## src/logic/bxalu_pkg.sv

```systemverilog
// Purpose: Shared constants and types for the byte ALU slice
// Assumes: 8-bit data path, 7-bit file register address
// Notes:   Opcode values are local encodings of this block
package bxalu_pkg;

    localparam int unsigned DATA_W  = 8;
    localparam int unsigned ADDR_W  = 7;
    localparam int unsigned NIB_W   = 4;
    localparam int unsigned DEPTH   = 128;
    localparam int unsigned OP_W    = 3;

    localparam logic [DATA_W-1:0] DATA_ZERO = 8'h00;
    localparam logic [ADDR_W-1:0] ADDR_ZERO = 7'h00;
    localparam logic              DEST_ACC  = 1'b0;
    localparam logic              DEST_REG  = 1'b1;

    typedef logic [OP_W-1:0] bxalu_op_t;
    localparam bxalu_op_t literal_minus_acc_op = 3'h1;
    localparam bxalu_op_t literal_xor_acc_op   = 3'h2;
    localparam bxalu_op_t reg_minus_acc_op     = 3'h3;
    localparam bxalu_op_t reg_xor_acc_op       = 3'h4;
    localparam bxalu_op_t nibble_exchange_op   = 3'h5;
    localparam bxalu_op_t NO_OP                = 3'h0;

    // Sequence idle -> fetch -> exec -> idle; one bit per step except exec -> idle, which flips both
    typedef enum logic [1:0] {
        BX_IDLE  = 2'b00,
        BX_FETCH = 2'b01,
        BX_EXEC  = 2'b11
    } bxalu_state_e;

endpackage

```

## src/logic/bxalu_core.sv

```systemverilog
// Purpose: Execute slice for subtract, exclusive-OR and nibble swap
// Assumes: Inputs synchronous to clk_sys; one operation at a time
// Notes:   Literal ops finish one edge after acceptance, register ops three
//
// Summary of operation
// [RULE_01] Literal minus accumulator goes to accumulator; carry, half borrow, zero updated.
// [RULE_02] Accumulator XOR literal goes to accumulator; only zero flag updated.
// [RULE_03] File register minus accumulator; carry, half borrow and zero updated.
// [RULE_04] Accumulator XOR file register; only zero flag updated.
// [RULE_05] Nibble swap of file register; no flag changes.
// [RULE_06] Register ops: destination 0 writes accumulator, 1 writes file register.
// [RULE_07] Carry set without borrow from bit 7; half borrow without borrow from bit 3.
`timescale 1ns/1ps
module bxalu_core
    import bxalu_pkg::*;
(
    // Clock, reset, enable
    input  wire logic              clk_sys,
    input  wire logic              rst,
    input  wire logic              ce,
    // Operation request
    input  wire logic              opValid,
    input  wire logic [OP_W-1:0]   opCode,
    input  wire logic [DATA_W-1:0] literal,
    input  wire logic [ADDR_W-1:0] regAddr,
    input  wire logic              destSel,
    // Accumulator and file register preload
    input  wire logic              accLoad,
    input  wire logic [DATA_W-1:0] accLoadData,
    input  wire logic              regLoad,
    input  wire logic [ADDR_W-1:0] regLoadAddr,
    input  wire logic [DATA_W-1:0] regLoadData,
    // Results and status
    output logic      [DATA_W-1:0] acc_ff,
    output logic      [DATA_W-1:0] result_ff,
    output logic                   carryFlag_ff,
    output logic                   half_borrow_flag_ff,
    output logic                   zeroFlag_ff,
    output logic                   busy_ff,
    output logic                   done_ff
);

    // ------------------------------------------------------------
    // Helpers
    // ------------------------------------------------------------
    // Two's complement a - b; returns {no-borrow7, no-borrow3, diff}
    // Set flag bits mean no borrow, so a - a yields both set
    function automatic logic [DATA_W+1:0] subFlags(input logic [DATA_W-1:0] a,
                                                   input logic [DATA_W-1:0] b);
        logic [DATA_W:0] full;
        logic [NIB_W:0]  low;
        full = {1'b0, a} + {1'b0, ~b} + {{DATA_W{1'b0}}, 1'b1};
        low  = {1'b0, a[NIB_W-1:0]} + {1'b0, ~b[NIB_W-1:0]} + {{NIB_W{1'b0}}, 1'b1};
        subFlags = {full[DATA_W], low[NIB_W], full[DATA_W-1:0]};  // [RULE_07]
    endfunction

    function automatic logic isRegOp(input logic [OP_W-1:0] op);
        isRegOp = (op == reg_minus_acc_op) || (op == reg_xor_acc_op)
                  || (op == nibble_exchange_op);
    endfunction

    function automatic logic isZero(input logic [DATA_W-1:0] v);
        isZero = (v == DATA_ZERO);
    endfunction

    // ------------------------------------------------------------
    // State
    // ------------------------------------------------------------
    bxalu_state_e      state_ff, nxt_state;
    logic [OP_W-1:0]   op_ff, nxt_op;
    logic [ADDR_W-1:0] addr_ff, nxt_addr;
    logic              dest_ff, nxt_dest;
    logic [DATA_W-1:0] nxt_acc, nxt_result;
    logic              nxt_carry, nxt_half, nxt_zero, nxt_busy, nxt_done;
    logic              memWrEn;
    logic [ADDR_W-1:0] memWrAddr;
    logic [DATA_W-1:0] memWrData;
    logic [DATA_W-1:0] fileData;
    logic [DATA_W+1:0] subOut;
    logic [DATA_W-1:0] opResult;

    // ------------------------------------------------------------
    // File register array
    // ------------------------------------------------------------
    // Registered read costs a cycle but maps onto plain block memory
    bxalu_file_mem u_mem (
        .clk_sys   (clk_sys),
        .rst       (rst),
        .ce        (ce),
        .wrEn      (memWrEn),
        .wrAddr    (memWrAddr),
        .wrData    (memWrData),
        .rdAddr    (addr_ff),
        .rdData_ff (fileData)
    );

    // ------------------------------------------------------------
    // Next-state logic
    // ------------------------------------------------------------
    always_comb begin
        nxt_state  = state_ff;
        nxt_op     = op_ff;
        nxt_addr   = addr_ff;
        nxt_dest   = dest_ff;
        nxt_acc    = acc_ff;
        nxt_result = result_ff;
        nxt_carry  = carryFlag_ff;
        nxt_half   = half_borrow_flag_ff;
        nxt_zero   = zeroFlag_ff;
        nxt_busy   = busy_ff;
        nxt_done   = 1'b0;
        memWrEn    = 1'b0;
        memWrAddr  = regLoadAddr;
        memWrData  = regLoadData;
        subOut     = subFlags(literal, acc_ff);
        opResult   = DATA_ZERO;
        case (state_ff)
            BX_IDLE: begin
                // Preloads only while idle, so they never race a writeback
                if (regLoad) begin
                    memWrEn = 1'b1;
                end
                if (accLoad) begin
                    nxt_acc = accLoadData;
                end
                // A literal op overrides a same-cycle accumulator preload
                if (opValid && (opCode == literal_minus_acc_op)) begin
                    nxt_acc    = subOut[DATA_W-1:0];               // [RULE_01]
                    nxt_result = subOut[DATA_W-1:0];
                    nxt_carry  = subOut[DATA_W+1];                 // [RULE_01]
                    nxt_half   = subOut[DATA_W];
                    nxt_zero   = isZero(subOut[DATA_W-1:0]);
                    nxt_done   = 1'b1;
                end else if (opValid && (opCode == literal_xor_acc_op)) begin
                    opResult   = acc_ff ^ literal;                 // [RULE_02]
                    nxt_acc    = opResult;
                    nxt_result = opResult;
                    nxt_zero   = isZero(opResult);                 // [RULE_02]
                    nxt_done   = 1'b1;
                end else if (opValid && isRegOp(opCode)) begin
                    nxt_op    = opCode;
                    nxt_addr  = regAddr;
                    nxt_dest  = destSel;
                    nxt_busy  = 1'b1;
                    nxt_state = BX_FETCH;
                end
            end
            BX_FETCH: begin
                // Memory read register settles on this edge
                nxt_state = BX_EXEC;
            end
            BX_EXEC: begin
                subOut = subFlags(fileData, acc_ff);
                if (op_ff == reg_minus_acc_op) begin
                    opResult  = subOut[DATA_W-1:0];                // [RULE_03]
                    nxt_carry = subOut[DATA_W+1];                  // [RULE_03]
                    nxt_half  = subOut[DATA_W];
                    nxt_zero  = isZero(opResult);
                end else if (op_ff == reg_xor_acc_op) begin
                    opResult  = acc_ff ^ fileData;                 // [RULE_04]
                    nxt_zero  = isZero(opResult);                  // [RULE_04]
                end else begin
                    // Swap leaves every flag as it stood
                    opResult  = {fileData[NIB_W-1:0], fileData[DATA_W-1:NIB_W]}; // [RULE_05]
                end
                if (dest_ff == DEST_REG) begin
                    memWrEn   = 1'b1;                              // [RULE_06]
                    memWrAddr = addr_ff;
                    memWrData = opResult;
                end else begin
                    nxt_acc   = opResult;                          // [RULE_06]
                end
                nxt_result = opResult;
                nxt_done   = 1'b1;
                nxt_busy   = 1'b0;
                nxt_state  = BX_IDLE;
            end
            default: begin
                nxt_state = BX_IDLE;
                nxt_busy  = 1'b0;
            end
        endcase
        // Frozen cycles must not write the array either
        if (!ce) begin
            memWrEn = 1'b0;
        end
    end

    // ------------------------------------------------------------
    // Registers
    // ------------------------------------------------------------
    // Array contents survive reset; preload them before use
    always_ff @(posedge clk_sys) begin
        if (rst) begin
            state_ff            <= BX_IDLE;
            op_ff               <= NO_OP;
            addr_ff             <= ADDR_ZERO;
            dest_ff             <= DEST_ACC;
            acc_ff              <= DATA_ZERO;
            result_ff           <= DATA_ZERO;
            carryFlag_ff        <= 1'b0;
            half_borrow_flag_ff <= 1'b0;
            zeroFlag_ff         <= 1'b0;
            busy_ff             <= 1'b0;
            done_ff             <= 1'b0;
        end else if (ce) begin
            state_ff            <= nxt_state;
            op_ff               <= nxt_op;
            addr_ff             <= nxt_addr;
            dest_ff             <= nxt_dest;
            acc_ff              <= nxt_acc;
            result_ff           <= nxt_result;
            carryFlag_ff        <= nxt_carry;
            half_borrow_flag_ff <= nxt_half;
            zeroFlag_ff         <= nxt_zero;
            busy_ff             <= nxt_busy;
            done_ff             <= nxt_done;
        end
    end

endmodule

```

## src/logic/bxalu_file_mem.sv

```systemverilog
// Purpose: File register array, one write port, registered read
// Assumes: Synchronous active-high reset clears only the read register
// Notes:   Array contents are not reset
`timescale 1ns/1ps
module bxalu_file_mem
    import bxalu_pkg::*;
(
    // Clock and control
    input  wire logic              clk_sys,
    input  wire logic              rst,
    input  wire logic              ce,
    // Write port
    input  wire logic              wrEn,
    input  wire logic [ADDR_W-1:0] wrAddr,
    input  wire logic [DATA_W-1:0] wrData,
    // Read port
    input  wire logic [ADDR_W-1:0] rdAddr,
    output logic      [DATA_W-1:0] rdData_ff
);

    logic [DATA_W-1:0] memArray [DEPTH];
    logic [DATA_W-1:0] nxt_rdData;

    always_comb begin
        nxt_rdData = memArray[rdAddr];
    end

    always_ff @(posedge clk_sys) begin
        if (rst) begin
            rdData_ff <= DATA_ZERO;
        end else if (ce) begin
            rdData_ff <= nxt_rdData;
        end
    end

    always_ff @(posedge clk_sys) begin
        if (ce && wrEn) begin
            memArray[wrAddr] <= wrData;
        end
    end

endmodule

```

## config.mk

```make
export PLATFORM = sky130hd
export DESIGN_NAME = bxalu_core
export DESIGN_NICKNAME = d
export VERILOG_FILES = /design/src/logic/bxalu_pkg.sv /design/src/logic/bxalu_core.sv /design/src/logic/bxalu_file_mem.sv
export SDC_FILE = /design/constraint.sdc
export NUM_CORES = 1
export LEC_CHECK = 0
export BUFFER_PORTS_ARGS = -buffer_cell sky130_fd_sc_hd__clkbuf_2
export CORE_AREA = 10 10 291 293
export CTS_CLUSTER_SIZE = 40
export DETAILED_ROUTE_END_ITERATION = 10
export DIE_AREA = 0 0 301 303
export PLACE_DENSITY = 0.66
export SKIP_LAST_GASP = 1
export SYNTH_ARGS = -nofsm -noshare
export SYNTH_HDL_FRONTEND = slang
export SYNTH_SLANG_ARGS = --single-unit
```

## constraint.sdc

```tcl
create_clock -name clk_sys -period 10.24 [get_ports clk_sys]
set_clock_uncertainty 0.2 [all_clocks]
set_input_delay 0.512 -clock clk_sys [delete_from_list [all_inputs] [get_ports clk_sys]]
set_output_delay 0.512 -clock clk_sys [all_outputs]
set_load 0.01 [all_outputs]
```

==> impl_metrics.py <==
metrics = {
    "outcome": {
        "outcome": "finished, final reports clean",
    },
    "grt": {
        "number_of_antenna_violations_at_the_first_check_in_global_routing": 1,
        "number_of_global_route_vias_before_repair": 22900,
        "global_route_wire_length_before_repair_mm": 160,
        "track_usage_pct": 24.0,
        "maximum_number_of_pins_on_one_net_before_global_route_repair": 84,
        "globalRoute.totalOverflow": 0,
    },
    "routing": {
        "drc_errors": 0,
        "drt-initial-drc-count": 2685,
        "drt-pass1-iter-count": 5,
        "via_per_inst": 6.54,
        "wire_per_inst_um": 31.3,
        "route.final.wire_length_mm": 109,
        "met1_length_mm": 43.5,
        "detailroute.wirelength.met3_mm": 10.5,
        "final_antenna_net_count": 0,
        "met2RoutedLength_mm": 52.0,
        "via_count": 22900,
        "highest_layer": "met4",
    },
    "floorplan": {
        "design.die.area_um2": 91200,
        "floorplan.die.height_um": 303,
        "floorplan.die.width_um": 301,
        "floorplan.initialDensity_pct": 54.5,
        "rows": 103,
        "design.portCount": 69,
        "design.core.area_um2": 78600,
    },
    "pwr": {
        "power.density_cell_area_nw_per_um2": 191,
        "power.share.combinational_pct": 5.1,
        "total_power_uw": 9090,
        "netSwitchingFraction_pct": 21.4,
        "total_switching_power_uw": 1940,
        "worst_vdd_ir_mv": 0.116,
        "share_seq_of_total_power_pct": 52.9,
        "power_frac_clock_pct": 42.0,
        "p_leak_uw": 0.0146,
        "cell_internal_pwr_uw": 7150,
    },
    "logic_synthesis": {
        "synth_edf_count": 1024,
        "synth.cell_area_um2": 42800,
        "cell_with_the_most_instances_after_synthesis": "sky130_fd_sc_hd__edfxtp_1",
        "ys_top_cells_by_count": "1024 x sky130_fd_sc_hd__edfxtp_1, 253 x sky130_fd_sc_hd__mux4_2, 214 x sky130_fd_sc_hd__nor2_1, 91 x sky130_fd_sc_hd__nand2_1, 76 x sky130_fd_sc_hd__clkbuf_1",
        "seq_area_frac_synth_pct": 73.8,
        "post_synth_inst_count": 2267,
        "synth-warning-count": 0,
        "share_of_yosys_cell_area_claimed_by_the_top_area_cell_type_pct": 71.8,
        "async_set_or_reset_register_ratio_after_synthesis_pct": 0,
        "synth.largest_area_cell": "sky130_fd_sc_hd__edfxtp_1",
        "ys_seq_elements": 1066,
        "synth_cell_types": 70,
        "synth.avg_cell_area_um2": 18.9,
        "synthTopCellsByArea": "sky130_fd_sc_hd__edfxtp_1 72%, sky130_fd_sc_hd__mux4_2 13%, sky130_fd_sc_hd__dfxtp_1 2.0%",
        "synth_top_flop_cell": "sky130_fd_sc_hd__edfxtp_1",
        "nets_in_the_synthesized_netlist": 2336,
    },
    "placement": {
        "detail_placement_hpwl_mm": 67.8,
        "gpl.final_weighted_congestion": 0.942,
        "detailedPlace.worstSlack_ns": 5.54,
        "port-buffer-count": 68,
    },
    "sta": {
        "fin_hold_viols": 0,
        "final-setup-viol-count": 0,
        "rsz0062_at_grt": "no",
        "final.setup.tns_ns": 0,
        "drv_slew": 0,
        "timing_worst_slew_pin_value_ns": 1.23,
        "setup_ws_ns": 5.47,
        "finalCritPeriodShare_pct": 46.6,
        "max-slew-margin-rel_pct": 18.0,
        "min_period_ns": 4.77,
        "max_clock_freq_ghz": 0.209,
    },
    "clock_network": {
        "cts_made_buffers": 103,
        "cts_max_path_buffers": 3,
        "clk_pin_slew_ns": 0.06,
        "clock-root-buffer": "sky130_fd_sc_hd__clkbuf_16",
        "post_cts_resized": 0,
        "insertion_delay_ns": 0.67,
        "cts.sinks": 1066,
        "htreeDepth": 3,
        "tritoncts": "done",
    },
    "worst_setup_path": {
        "timing.reg2reg.worst_path_depth": 7,
        "cp_max_fo": 83,
        "critical-path-max-stage-delay_ns": 1.02,
        "crit_arrival_ns": 5.06,
        "r2r_start": "addr_ff[1]$_SDFFE_PP0P_",
        "critical_path_required_ns": 10.53,
        "r2r_slack_ns": 5.47,
        "critPathLaunchType": "register",
        "critical_path_cell_with_the_highest_stage_delay": "sky130_fd_sc_hd__buf_4",
        "worstSetupEndpointType": "register",
        "reg2reg_to": "u_mem.rdData_ff[5]$_SDFFE_PP0P_",
        "setup.worst_path.class": "reg -> reg",
        "path_cells": "buf_4 > buf_4 > mux4_2 > a22oi_1 > a21oi_1 > nor4_1 > nor4_1",
    },
    "min_path": {
        "hold_path_end": "addr_ff[0]$_SDFFE_PP0P_",
        "timing.hold.worst.class": "in -> reg",
        "holdCritStartpoint": "regAddr[0]",
        "hold_depth": 3,
    },
    "final_layout": {
        "post_route_cells_drive_above_1_share_pct": 22.6,
        "areaGrowthSynthToFinish_pct": 11.4,
        "final_net_count": 2427,
        "filler_cell_count": 5494,
    },
    "job": {
        "drv_cap": 0,
    },
}
==> flip-flops by register name, indices dropped and copies added, names as in the netlist <==
| register | flops |
|---|---|
| half_borrow_flag_ff | 1 |
| dest_ff | 1 |
| u_mem.memArray | 1024 |
| u_mem.rdData_ff | 8 |
| carryFlag_ff | 1 |
| busy_ff | 1 |
| op_ff | 3 |
| zeroFlag_ff | 1 |
| addr_ff | 7 |
| done_ff | 1 |
| acc_ff | 8 |
| result_ff | 8 |
| state_ff | 2 |
==> through the flow <==
| step | hold slack (ns) | area [um^2] | utilization, % | instances |
|---|---|---|---|---|
| floorplan | 0.274 | 42800 | - | 2267 |
| global route | 0.0296 | 47700 | 60.7 | 3492 |
| global placement | 0.262 | 44200 | 56.3 | 3296 |
| CTS | 0.0122 | 47700 | 60.7 | 3492 |
| detailed placement | 0.270 | 44200 | 56.3 | 3296 |
| finish | 0.0603 | 47700 | 60.7 | 3495 |
==> worst max path at each step <==
stage	from	endpoint	slack, ns	depth (start not counted)
after floorplan	acc_ff[0]$_SDFFE_PP0P_	u_mem.memArray[0][4]$_DFFE_PP_	2.17	8
after global placement	addr_ff[1]$_SDFFE_PP0P_	u_mem.rdData_ff[5]$_SDFFE_PP0P_	5.50	7
after detailed placement	addr_ff[1]$_SDFFE_PP0P_	u_mem.rdData_ff[5]$_SDFFE_PP0P_	5.54	7
after CTS	addr_ff[1]$_SDFFE_PP0P_	u_mem.rdData_ff[5]$_SDFFE_PP0P_	5.49	7
after global routing	state_ff[0]$_SDFFE_PP0P_	u_mem.memArray[11][3]$_DFFE_PP_	5.28	7
final	addr_ff[1]$_SDFFE_PP0P_	u_mem.rdData_ff[5]$_SDFFE_PP0P_	5.47	7
==> cell type report <==
| class | count | area, um^2 | share of cell area [%] |
|---|---|---|---|
| flip-flops and latches | 1066 | 31600 | 66.2 |
| multi-input cells | 1048 | 10600 | 22.2 |
| clock buffers | 118 | 2680 | 5.61 |
| well taps | 1050 | 1310 | 2.75 |
| repair buffers | 116 | 718 | 1.51 |
| clock inverters | 71 | 712 | 1.49 |
| inverters | 23 | 86.3 | 0.181 |
| diodes | 3 | 7.51 | 0.0157 |
==> power by group through the flow <==
stage               Combinational, uW  Clock, uW  Sequential, uW
detailed placement                461          0            4900
global route                      498       4040            4810
global placement                  458          0            4900
floorplan                         291          0            4910
finish                            467       3820            4810
CTS                               465       3860            4810
==> logic make-up after synthesis <==
group	count (synthesis)	share of synthesized area, %
simple gates	445	4.66
flops	1066	73.8
xor+xnor	11	0.225
buf+inv	153	1.77
fa+ha+maj	21	0.649
compound gates	286	4.79
mux	285	14.1
==> timing repair <==
action,in CTS,in global routing
setup buffers,0,0
setup endpoints to repair,0,0
endpoints found under the hold margin,7,0
hold buffers,7,0
==> worst max-delay path: cells and delay by family, from the launching register on <==
kind	cells	cell delay, ns
flip-flops	1	0.59
AO/OA/AOI/OAI	2	0.52
AND/OR/NAND/NOR	2	0.95
multiplexers	1	0.43
buffers and inverters	2	1.74
==> layout by cell type (no fill, tap or decap), types with 9 or more instances in the layout <==
cell type / instances
sky130_fd_sc_hd__o22ai_1: 11
sky130_fd_sc_hd__a211oi_1: 11
sky130_fd_sc_hd__nand2_1: 88
sky130_fd_sc_hd__nand3b_1: 13
sky130_fd_sc_hd__o21ai_0: 24
sky130_fd_sc_hd__a21oi_1: 53
sky130_fd_sc_hd__clkbuf_16: 105
sky130_fd_sc_hd__mux4_2: 253
sky130_fd_sc_hd__inv_1: 23
sky130_fd_sc_hd__clkinv_2: 28
sky130_fd_sc_hd__nor2b_1: 11
sky130_fd_sc_hd__dfxtp_1: 40
sky130_fd_sc_hd__or3_1: 10
sky130_fd_sc_hd__nand2b_1: 14
sky130_fd_sc_hd__mux2i_1: 23
sky130_fd_sc_hd__edfxtp_1: 1024
sky130_fd_sc_hd__a221oi_1: 22
sky130_fd_sc_hd__a22oi_1: 75
sky130_fd_sc_hd__o221ai_1: 9
sky130_fd_sc_hd__a22o_1: 18
sky130_fd_sc_hd__bufinv_16: 13
sky130_fd_sc_hd__nor3_1: 21
sky130_fd_sc_hd__clkbuf_2: 68
sky130_fd_sc_hd__ha_1: 19
sky130_fd_sc_hd__clkinv_1: 18
sky130_fd_sc_hd__nor4_1: 17
sky130_fd_sc_hd__nand3_1: 27
sky130_fd_sc_hd__nor2_1: 210
sky130_fd_sc_hd__clkbuf_1: 13
sky130_fd_sc_hd__buf_4: 41
==> routing by layer <==
metal | GRT usage, % | up-vias
met2 | 37.6 | 1329
met4 | 7.52 | 0
met1 | 34.4 | 11800
met3 | 4.33 | 182
met5 | 0 | -
li1 | - | 9502
(Power assumes the default switching activity.)
